[config.mk]
export PLATFORM = sky130hd
export DESIGN_NAME = brp_reset_power_ctrl
export DESIGN_NICKNAME = d
export VERILOG_FILES = /design/src/rtl/brp_pkg.sv /design/src/rtl/brp_reset_power_ctrl.sv
export SDC_FILE = /design/constraint.sdc
export NUM_CORES = 1
export LEC_CHECK = 0
export BUFFER_PORTS_ARGS = -buffer_cell sky130_fd_sc_hd__buf_2
export CAP_MARGIN = 20
export CORE_MARGIN = 4
export CORE_UTILIZATION = 55
export DETAILED_ROUTE_END_ITERATION = 10
export PLACE_DENSITY = 0.82
export REMOVE_ABC_BUFFERS = 1
export SLEW_MARGIN = 20
export SYNTH_ARGS = -nofsm -noshare
export SYNTH_HDL_FRONTEND = slang
export SYNTH_SLANG_ARGS = --single-unit
export TNS_END_PERCENT = 50
[constraint.sdc]
create_clock -name clk -period 7.5 [get_ports clk]
set_input_delay 1.125 -clock clk [delete_from_list [all_inputs] [get_ports clk]]
set_output_delay 1.125 -clock clk [all_outputs]
set_load 0.01 [all_outputs]
[src/rtl/brp_pkg.sv]
package brp_pkg;

  // Configuration dword offsets
  localparam logic [7:0] OFS_CAP_PTR = 8'h34;
  localparam logic [7:0] OFS_BRIDGE_CONTROL = 8'h3C;
  localparam logic [7:0] OFS_DIAG_CHIP_CONTROL = 8'h40;
  localparam logic [7:0] OFS_SEC_CLOCK_CONTROL = 8'h68;
  localparam logic [7:0] OFS_PM_CAP = 8'hDC;
  localparam logic [7:0] OFS_PM_DATA = 8'hE0;

  // Field positions
  localparam int BC_SEC_RESET_BIT = 6;
  localparam int DIAG_CHIP_RESET_BIT = 1;
  localparam int PPB_CLK_STOP_BIT = 7;
  localparam int PPB_B2_B3_BIT = 6;

  // Reset and fixed values
  localparam logic [15:0] BRIDGE_CONTROL_RST = 16'h0000;
  localparam logic [15:0] DIAG_CHIP_CONTROL_RST = 16'h0000;
  localparam logic [15:0] SEC_CLOCK_CONTROL_RST = 16'h0000;
  localparam logic [7:0] PM_CAP_ID = 8'h01;
  localparam logic [7:0] PM_NEXT_PTR = 8'h00;
  localparam logic [15:0] PM_CAPS_DEFAULT = 16'h0602;

  // Timing in primary clocks
  localparam int PCLK_MHZ = 25;
  localparam int ACCESS_HOLDOFF_CLKS = 16;
  localparam int CHIP_CLEAR_MAX_CLKS = 20;
  localparam int CHIP_CLEAR_WAIT_CLKS = CHIP_CLEAR_MAX_CLKS / 2;
  localparam int SOFT_PULSE_CLKS = 4;

  // Power state field encoding
  typedef enum logic [1:0] {
    BRP_D0 = 2'h0,
    BRP_D1 = 2'h1,
    BRP_D2 = 2'h2,
    BRP_D3HOT = 2'h3
  } brp_pstate_t;

  // Secondary bus power state
  typedef enum logic [1:0] {
    BRP_B0 = 2'h0,
    BRP_B1 = 2'h1,
    BRP_B2 = 2'h2
  } brp_bstate_t;

  // Primary-side transaction offered to the bridge
  typedef struct packed {
    logic valid;
    logic is_config;
    logic type0;
    logic write;
    logic [7:0] addr;
    logic [3:0] be;
    logic [31:0] wdata;
  } brp_req_t;

  // Answer to a transaction
  typedef struct packed {
    logic ack;
    logic ignored;
    logic [31:0] rdata;
  } brp_rsp_t;

endpackage : brp_pkg

[src/rtl/brp_reset_power_ctrl.sv]
`timescale 1ns/1ps
`default_nettype none

// Summary of operation
// - Support D0..D3cold; allow listed transitions only
// - Secondary bus B2 in D2/D3hot, B1 in D1
// - D0 to D3hot/D2 stops clocks if strapped
// - In D1 accept only Type 0 configuration
// - D3hot to D0: clocks on, internal reset only
// - Leaving D3cold needs full power-up reset
// - Power events never forwarded across the bridge
// - Primary reset floats buses except secondary data, which is driven low; resets all state
// - Primary reset edges may be asynchronous
// - No access during reset plus 16 clocks
// - Secondary reset follows primary reset release
// - Secondary-reset bit holds secondary reset asserted
// - Secondary reset floats control, drives data low
// - Secondary reset flushes all transaction buffers
// - Stay configurable during software secondary reset
// - Chip-reset bit resets all, sets secondary reset
// - Chip-reset bit self-clears within 20 clocks; clears 10 clocks after the secondary bit is cleared
// - Power capability at DCh, extensions at E0h
module brp_reset_power_ctrl
  import brp_pkg::*;
#(
  parameter int N_SEC_CLK = 5,
  parameter logic [15:0] PM_CAPS = PM_CAPS_DEFAULT
) (
  input wire logic clk,
  input wire logic rst_b,
  input wire logic clock_stop_enable_strap,
  input wire logic clock_stop_enable_strap_alt,
  input wire brp_req_t req,
  output brp_rsp_t rsp,
  output logic [N_SEC_CLK-1:0] secondary_clock_outputs,
  output logic sec_reset_n,
  output logic chip_reset_n,
  output logic pri_bus_oe,
  output logic sec_ctrl_oe,
  output logic sec_data_drive_low,
  output logic buf_flush,
  output logic [1:0] power_state,
  output logic [1:0] sec_bus_state
);

  // Clock-disable bits live in a 16-bit register
  if (N_SEC_CLK < 1 || N_SEC_CLK > 16) begin : g_bad_nclk
    $error("N_SEC_CLK must be 1 to 16");
  end

  localparam logic [4:0] HOLDOFF_LOAD = 5'(ACCESS_HOLDOFF_CLKS);
  localparam logic [4:0] CLEAR_LOAD = 5'(CHIP_CLEAR_WAIT_CLKS);
  localparam logic [2:0] SOFT_LOAD = 3'(SOFT_PULSE_CLKS);

  //////////////////////////////////////////////////////////////////////////////

  // Byte-lane merge of a config write into a 16-bit half
  function automatic logic [15:0] merge16(input logic [15:0] old, input logic [15:0] wd,
                                          input logic [1:0] be);
    merge16 = old;
    if (be[0]) begin
      merge16[7:0] = wd[7:0];
    end
    if (be[1]) begin
      merge16[15:8] = wd[15:8];
    end
  endfunction : merge16

  // Only the listed transitions; rewriting the same state is harmless
  function automatic logic pstate_ok(input brp_pstate_t cur, input brp_pstate_t nxt);
    pstate_ok = (cur == nxt) ||
                (cur == BRP_D0) ||
                (cur == BRP_D3HOT && nxt == BRP_D0);
  endfunction : pstate_ok

  //////////////////////////////////////////////////////////////////////////////

  // Reset release synchroniser; assertion stays asynchronous
  logic [2:0] rst_pipe;
  logic rst_sync_b;

  always_ff @(posedge clk or negedge rst_b) begin
    if (!rst_b) begin
      rst_pipe <= 3'h0;
    end else begin
      rst_pipe <= {rst_pipe[1:0], 1'b1};
    end
  end
  assign rst_sync_b = rst_pipe[2];

  // Strap pins: three stages, accepted when the last two agree
  logic [2:0] strap_pipe;
  logic [2:0] strap_alt_pipe;
  logic strap_d3;
  logic strap_d2;

  always_ff @(posedge clk or negedge rst_sync_b) begin
    if (!rst_sync_b) begin
      strap_pipe <= 3'h0;
      strap_alt_pipe <= 3'h0;
    end else begin
      strap_pipe <= {strap_pipe[1:0], clock_stop_enable_strap};
      strap_alt_pipe <= {strap_alt_pipe[1:0], clock_stop_enable_strap_alt};
    end
  end

  always_ff @(posedge clk or negedge rst_sync_b) begin
    if (!rst_sync_b) begin
      strap_d3 <= 1'b0;
      strap_d2 <= 1'b0;
    end else begin
      if (strap_pipe[2] == strap_pipe[1]) begin
        strap_d3 <= strap_pipe[2];
      end
      if (strap_alt_pipe[2] == strap_alt_pipe[1]) begin
        strap_d2 <= strap_alt_pipe[2];
      end
    end
  end

  //////////////////////////////////////////////////////////////////////////////

  // Access hold-off after primary reset release
  logic [4:0] holdoff_cnt;

  always_ff @(posedge clk or negedge rst_sync_b) begin
    if (!rst_sync_b) begin
      holdoff_cnt <= HOLDOFF_LOAD;
    end else if (holdoff_cnt != 5'h00) begin
      holdoff_cnt <= holdoff_cnt - 5'h01;
    end
  end

  // Register state
  logic [15:0] bridge_control;
  logic [15:0] diagnostic_chip_control;
  logic [15:0] secondary_clock_control;
  brp_pstate_t pstate;
  logic clk_stopped;

  // Internal soft reset: chip-reset bit or D3hot to D0
  logic [2:0] soft_cnt;
  logic soft_is_chip;
  logic soft_active;
  logic [4:0] clear_cnt;
  logic clear_pending;

  assign soft_active = (soft_cnt != 3'h0);

  // Request decode
  logic accessible;
  logic take;
  logic cfg_hit;
  logic cfg_wr;
  brp_pstate_t wr_pstate;
  logic sec_bit_cleared;
  logic chip_bit_written;
  logic d3_to_d0;

  // Inaccessible in reset, hold-off and the internal reset pulse
  assign accessible = rst_sync_b && (holdoff_cnt == 5'h00) && !soft_active;
  // In D1 only Type 0 configuration is taken
  assign take = req.valid && accessible &&
                (pstate != BRP_D1 || (req.is_config && req.type0));
  assign cfg_hit = take && req.is_config && req.type0;
  assign cfg_wr = cfg_hit && req.write;
  assign wr_pstate = brp_pstate_t'(req.wdata[1:0]);
  assign sec_bit_cleared = cfg_wr && req.addr == OFS_BRIDGE_CONTROL && req.be[2] &&
                           !req.wdata[16 + BC_SEC_RESET_BIT] &&
                           bridge_control[BC_SEC_RESET_BIT];
  assign chip_bit_written = cfg_wr && req.addr == OFS_DIAG_CHIP_CONTROL && req.be[0] &&
                            req.wdata[DIAG_CHIP_RESET_BIT] &&
                            !diagnostic_chip_control[DIAG_CHIP_RESET_BIT];
  assign d3_to_d0 = cfg_wr && req.addr == OFS_PM_DATA && req.be[0] &&
                    pstate == BRP_D3HOT && wr_pstate == BRP_D0;

  //////////////////////////////////////////////////////////////////////////////

  // Soft reset pulse; remembers whether the secondary bus joins it
  always_ff @(posedge clk or negedge rst_sync_b) begin
    if (!rst_sync_b) begin
      soft_cnt <= 3'h0;
      soft_is_chip <= 1'b0;
    end else if (chip_bit_written) begin
      soft_cnt <= SOFT_LOAD;
      soft_is_chip <= 1'b1;
    end else if (d3_to_d0) begin
      soft_cnt <= SOFT_LOAD;
      soft_is_chip <= 1'b0;
    end else if (soft_active) begin
      soft_cnt <= soft_cnt - 3'h1;
    end
  end

  // Self-clear of the chip-reset bit once the secondary bit is cleared
  always_ff @(posedge clk or negedge rst_sync_b) begin
    if (!rst_sync_b) begin
      clear_cnt <= 5'h00;
      clear_pending <= 1'b0;
    end else if (sec_bit_cleared && diagnostic_chip_control[DIAG_CHIP_RESET_BIT]) begin
      clear_cnt <= CLEAR_LOAD;
      clear_pending <= 1'b1;
    end else if (clear_pending) begin
      clear_cnt <= clear_cnt - 5'h01;
      clear_pending <= (clear_cnt != 5'h01);
    end
  end

  // Control registers; the soft pulse reloads defaults
  always_ff @(posedge clk or negedge rst_sync_b) begin
    if (!rst_sync_b) begin
      bridge_control <= BRIDGE_CONTROL_RST;
      diagnostic_chip_control <= DIAG_CHIP_CONTROL_RST;
      secondary_clock_control <= SEC_CLOCK_CONTROL_RST;
    end else if (soft_active) begin
      bridge_control <= BRIDGE_CONTROL_RST;
      diagnostic_chip_control <= DIAG_CHIP_CONTROL_RST;
      secondary_clock_control <= SEC_CLOCK_CONTROL_RST;
      // Chip reset leaves both bits set so the bus stays in reset
      bridge_control[BC_SEC_RESET_BIT] <= soft_is_chip;
      diagnostic_chip_control[DIAG_CHIP_RESET_BIT] <= soft_is_chip;
    end else begin
      if (cfg_wr && req.addr == OFS_BRIDGE_CONTROL) begin
        bridge_control <= merge16(bridge_control, req.wdata[31:16], req.be[3:2]);
      end
      if (cfg_wr && req.addr == OFS_DIAG_CHIP_CONTROL) begin
        diagnostic_chip_control <= merge16(diagnostic_chip_control, req.wdata[15:0],
                                           req.be[1:0]);
      end
      if (cfg_wr && req.addr == OFS_SEC_CLOCK_CONTROL) begin
        secondary_clock_control <= merge16(secondary_clock_control, req.wdata[15:0],
                                           req.be[1:0]);
      end
      // Expiry wins over a write of the same bit: hardware has the last word
      if (clear_pending && clear_cnt == 5'h01) begin
        diagnostic_chip_control[DIAG_CHIP_RESET_BIT] <= 1'b0;
      end
    end
  end

  // Power state and clock stop
  always_ff @(posedge clk or negedge rst_sync_b) begin
    if (!rst_sync_b) begin
      pstate <= BRP_D0;
      clk_stopped <= 1'b0;
    end else if (soft_active) begin
      pstate <= BRP_D0;
      clk_stopped <= 1'b0;
    end else if (cfg_wr && req.addr == OFS_PM_DATA && req.be[0] &&
                 pstate_ok(pstate, wr_pstate)) begin
      pstate <= wr_pstate;
      if (pstate == BRP_D0 && wr_pstate == BRP_D3HOT) begin
        clk_stopped <= strap_d3;
      end else if (pstate == BRP_D0 && wr_pstate == BRP_D2) begin
        clk_stopped <= strap_d2;
      end
    end
  end

  //////////////////////////////////////////////////////////////////////////////

  // Read data mux
  logic [31:0] rd_word;

  always_comb begin
    rd_word = 32'h0000_0000;
    unique case (req.addr)
      OFS_CAP_PTR: rd_word = {24'h00_0000, OFS_PM_CAP};
      OFS_BRIDGE_CONTROL: rd_word = {bridge_control, 16'h0000};
      OFS_DIAG_CHIP_CONTROL: rd_word = {16'h0000, diagnostic_chip_control};
      OFS_SEC_CLOCK_CONTROL: rd_word = {16'h0000, secondary_clock_control};
      OFS_PM_CAP: rd_word = {PM_CAPS, PM_NEXT_PTR, PM_CAP_ID};
      OFS_PM_DATA: begin
        rd_word = {30'h0000_0000, pstate};
        rd_word[16 + PPB_CLK_STOP_BIT] = strap_d3;
        rd_word[16 + PPB_B2_B3_BIT] = 1'b1;
      end
      default: rd_word = 32'h0000_0000;
    endcase
  end

  // Answer one cycle after the request; refused requests flag ignored
  always_ff @(posedge clk or negedge rst_sync_b) begin
    if (!rst_sync_b) begin
      rsp <= '0;
    end else begin
      rsp.ack <= take;
      rsp.ignored <= req.valid && !take;
      rsp.rdata <= (cfg_hit && !req.write) ? rd_word : 32'h0000_0000;
    end
  end

  //////////////////////////////////////////////////////////////////////////////

  // Secondary reset: asynchronous on primary reset, released after sync
  logic sec_rst_active;

  assign sec_rst_active = bridge_control[BC_SEC_RESET_BIT] ||
                          (soft_active && soft_is_chip);

  always_ff @(posedge clk or negedge rst_sync_b) begin
    if (!rst_sync_b) begin
      sec_reset_n <= 1'b0;
    end else begin
      sec_reset_n <= !sec_rst_active;
    end
  end

  // Bus drive controls; D3hot exit does not touch the secondary bus
  always_ff @(posedge clk or negedge rst_sync_b) begin
    if (!rst_sync_b) begin
      pri_bus_oe <= 1'b0;
      sec_ctrl_oe <= 1'b0;
      sec_data_drive_low <= 1'b1;
      buf_flush <= 1'b1;
      chip_reset_n <= 1'b0;
    end else begin
      pri_bus_oe <= !(soft_active && soft_is_chip);
      sec_ctrl_oe <= !sec_rst_active && !(soft_active && soft_is_chip);
      sec_data_drive_low <= sec_rst_active;
      buf_flush <= sec_rst_active || soft_active;
      chip_reset_n <= !soft_active;
    end
  end

  // Power state and secondary bus state
  always_ff @(posedge clk or negedge rst_sync_b) begin
    if (!rst_sync_b) begin
      power_state <= BRP_D0;
      sec_bus_state <= BRP_B0;
    end else begin
      power_state <= pstate;
      unique case (pstate)
        BRP_D1: sec_bus_state <= BRP_B1;
        BRP_D2, BRP_D3HOT: sec_bus_state <= BRP_B2;
        default: sec_bus_state <= BRP_B0;
      endcase
    end
  end

  // Secondary clocks at half rate; stopped clocks sit low
  logic clk_phase;

  always_ff @(posedge clk or negedge rst_b) begin
    if (!rst_b) begin
      clk_phase <= 1'b0;
    end else begin
      clk_phase <= !clk_phase;
    end
  end

  // Gating from a flop keeps every emitted pulse a full period wide
  always_ff @(posedge clk or negedge rst_b) begin
    if (!rst_b) begin
      secondary_clock_outputs <= '0;
    end else begin
      for (int i = 0; i < N_SEC_CLK; i++) begin
        secondary_clock_outputs[i] <= !clk_phase && !clk_stopped &&
                                      !secondary_clock_control[i];
      end
    end
  end

  // Wake signalling from downstream has no path through this block

endmodule : brp_reset_power_ctrl

`default_nettype wire

==> flow_summary_export.csv <==
group,metric,value,unit
route,wirelength,13360,µm
setup_path,cp-end-kind,"flop",
placed_design,place.detailed.hpwl,8996,µm
logic_synthesis,ys_ff_latch,126,
logic_synthesis,ys_types,58,
logic_synthesis,synthCells,491,
route,top_layer,"met4",
layout,finalNonFillerCells,731,
logic_synthesis,yosys.area.top_type,"dfrtp_1",
cts,cts_resized,0,
timing,layout_worst_path_cycle_share,38.29,%
power,p_leak,0.003156,µW
setup_path,rr_worst_depth,4,
floorplan,dieArea,0.01136,mm²
setup_path,cp_data_required_time,7.96,ns
cts,clock_path_buffers,2,
cts,clk_latency,0.53,ns
route,wl_met1,5153,µm
placed_design,place_ws,4.213,ns
cts,clkSlewWorstSetupHoldPaths,0.06,ns
route,firstDrtPassIters,7,
setup_path,slowest_stage,"dfrtp_4",
floorplan,boundaryPins,101,
setup_path,cp.depth,4,
logic_synthesis,synth_area_leaders,"dfrtp_1 (58%), a21oi_1 (4.0%), o21ai_0 (3.1%)",
route,wl_per_cell,18.28,µm
cts,cts_tree,"done",
cts,hold_buffers,0,
timing,fin_skew,0.01067,ns
logic_synthesis,ys_async_sr_fraction,100.0,%
cts,cts_sinks,126,
setup_path,cp-startpoint,"rst_pipe[2]$_DFF_PN0_",
placed_design,place_area,0.005931,mm²
setup_path,r2r_slack,4.63,ns
route,drt_iter0_drc,356,
placed_design,place_congestion,0.9548,
route,routed-wl-met3,1367,µm
logic_synthesis,ys_seq_area_share,59.09,%
placed_design,portBuffers,100,
timing,max_freq,348.2,MHz
grt,track_usage,24.91,%
grt,grt_max_degree,77,
layout,n_antenna_cell,0,
timing,finalCriticalPeriod,2.872,ns
floorplan,start_util,57.28,%
route,dr_wl_met2,6576,µm
layout,area_growth,22.53,%
outcome,status,"completed",
timing,slew_viol_final,0,
grt,grt_pass1_vias,4497,
layout,drive_gt1_share,25.58,%
grt,antenna_found_initial,0,
floorplan,die_height,106.6,µm
layout,design_area,0.006546,mm²
grt,grt_remaining_overflow,0,
cts,post_cts.repair.setup_buffers,0,
power,vdd_drop_max,187.7,µV
logic_synthesis,yosys.area.top_type_share,57.61,%
timing,rsz0062_at_grt,"no",
setup_path,path_delay_family,"simple AND/OR/NAND/NOR gates",
timing,tightest_slew,1.084,ns
setup_path,regToRegStartpoint,"rst_pipe[2]$_DFF_PN0_",
route,vias,4338,
logic_synthesis,yosysWarningCount,0,
logic_synthesis,synth-main-ff-cell,"dfrtp_1",
floorplan,core_area,0.009328,mm²
grt,grt_pass1_wl,22000,µm
worst_hold_path,min_path_type,"flop to asynchronous set/reset pin",
timing,hold_viol_final,0,
setup_path,slowest_delay,0.78,ns
floorplan,rows,35,
cts,htreeDepth,4,
timing,relSlewSlack,27.32,%
setup_path,r2r_end,"rsp[27]$_DFF_PN0_",
timing,setup_ws,4.628,ns
run,drv_cap,0,
placed_design,dp.cells,699,
layout,nets,647,
setup_path,crit_fanout,44,
setup_path,crit_type,"flop to flop",
logic_synthesis,synth_area_per_cell,10.88,µm²
cts,numCtsBuffers,17,
timing,setup_viol,0,
setup_path,critPathCapture,"rsp[27]$_DFF_PN0_",
cts,ctsRootBufferMaster,"clkbuf_8",
power,powerDensity,261.5,mW/mm²
route,via_per_inst,5.934,
timing,timing.setup.tns,0,ns
route,antenna_left,0,
setup_path,worstPathCellList,"nand4b_1 > or4_4 > nor3_2 > and2_1",
setup_path,cp_num_buf_inv,0,
setup_path,cp-start-kind,"flop",
layout,fill_cells,694,
logic_synthesis,syn_area,0.005343,mm²
setup_path,cp.arrival,3.33,ns
logic_synthesis,synth_edf_count,0,
route,remaining_drc_errors,0,
floorplan,chipWidth,106.6,µm
-- metrics by stage --
stage | utilization (%) | total power [µW] | hold slack (ns)
floorplan | - | 807.0 | 0.3312
global placement | 63.58 | 864.2 | 0.3294
detailed placement | 63.58 | 873.7 | 0.3365
CTS | 70.15 | 1718 | 0.3506
global route | 70.18 | 1775 | 0.3512
finish | 70.18 | 1712 | 0.3184
-- logic make-up after synthesis --
| logic type | count (synthesis) | synth area share, % |
|---|---|---|
| multiplexers | 16 | 2.998 |
| AND/OR/NAND/NOR | 169 | 18.57 |
| XOR/XNOR | 8 | 1.312 |
| adder cells (fa/ha/maj) | 8 | 1.780 |
| flip-flops | 126 | 59.09 |
| AO/OA/AOI/OAI | 111 | 12.34 |
| buffers and inverters | 52 | 3.841 |
| other | 1 | 0.07019 |
-- cell usage after synthesis, drive strengths merged (2+ instances only) --
cell type / instances
a211o: 2
a211oi: 3
a21oi: 43
a22oi: 16
and2: 14
and3: 2
and4: 2
and4b: 2
buf: 4
clkbuf: 20
dfrtp: 123
dfstp: 3
ha: 6
inv: 28
maj3: 2
mux2i: 16
nand2: 35
nand2b: 3
nand3: 33
nand4: 13
nand4b: 2
nor2: 29
nor2b: 3
nor3: 12
nor4: 3
nor4b: 4
o211ai: 2
o21ai: 33
o31ai: 2
or3: 2
or4: 2
or4b: 3
xnor2: 7
-- where the power goes --
group          total (µW)  internal (µW)  switching (µW)
clock                 850            518             331
sequential            712            700            11.8
combinational         151           44.9             106
-- worst register-to-register path, stage by stage (launching register included) --
cell and delay [ns]:
dfrtp_4 0.78, nand4b_1 0.53, or4_4 0.73, nor3_2 0.55, and2_1 0.22
-- flip-flops by register name (all words and copies together) (netlist names), 2 cells and up --
name	cells
strap_pipe	3
clear_cnt	5
strap_alt_pipe	3
sec_bus_state	2
rst_pipe	3
power_state	2
rsp	34
holdoff_cnt	5
secondary_clock_outputs	5
diagnostic_chip_control	16
bridge_control	16
secondary_clock_control	16
pstate	2
soft_cnt	3
-- how the worst min path moves through the flow --
stage / from / slack [ns] / endpoint / cells past startpoint
finish: rst_pipe[2]$_DFF_PN0_ / 0.32 / rsp[3]$_DFF_PN0_ / 0
global route: rst_pipe[1]$_DFF_PN0_ / 0.35 / rst_pipe[2]$_DFF_PN0_ / 0
CTS: rst_pipe[2]$_DFF_PN0_ / 0.35 / rsp[3]$_DFF_PN0_ / 0
detailed placement: rst_pipe[1]$_DFF_PN0_ / 0.34 / rst_pipe[2]$_DFF_PN0_ / 0
global placement: rst_pipe[2]$_DFF_PN0_ / 0.33 / rsp[4]$_DFF_PN0_ / 0
floorplan: rst_pipe[0]$_DFF_PN0_ / 0.33 / rst_pipe[1]$_DFF_PN0_ / 0
-- cell usage in the layout, fill, tap and decap left out, types with 6 or more instances in the layout --
cell / synthesis / routed
nor3_1: 10 / 10
a22oi_1: 16 / 16
dfrtp_1: 123 / 122
mux2i_1: 16 / 16
nand4_1: 13 / 13
nand3_1: 31 / 31
nand2_1: 35 / 35
xnor2_1: 7 / 7
and2_1: 12 / 12
a21oi_1: 43 / 43
inv_1: 28 / 28
nor2_1: 29 / 28
o21ai_0: 33 / 33
clkbuf_16: 0 / 16
ha_1: 6 / 6
buf_2: 2 / 100
inv_6: 0 / 6
-- per-layer routing --
layer / vias to the layer above / GRT usage, %
li1: 1936 / -
met1: 2112 / 32.41
met2: 262 / 39.16
met3: 28 / 6.922
met4: 0 / 10.87
met5: - / 0
-- cell type report --
cell class / instances / area (µm²) / area share, %
clock buffer: 17 / 414.1 / 6.326
clock inverter: 15 / 198.9 / 3.039
inverter: 28 / 105.1 / 1.606
multi-input combinational: 313 / 1983 / 30.29
sequential: 126 / 3161 / 48.28
tap: 129 / 161.4 / 2.466
timing repair buffer: 103 / 523.0 / 7.989
No activity file was read; power rests on OpenSTA's default activity.
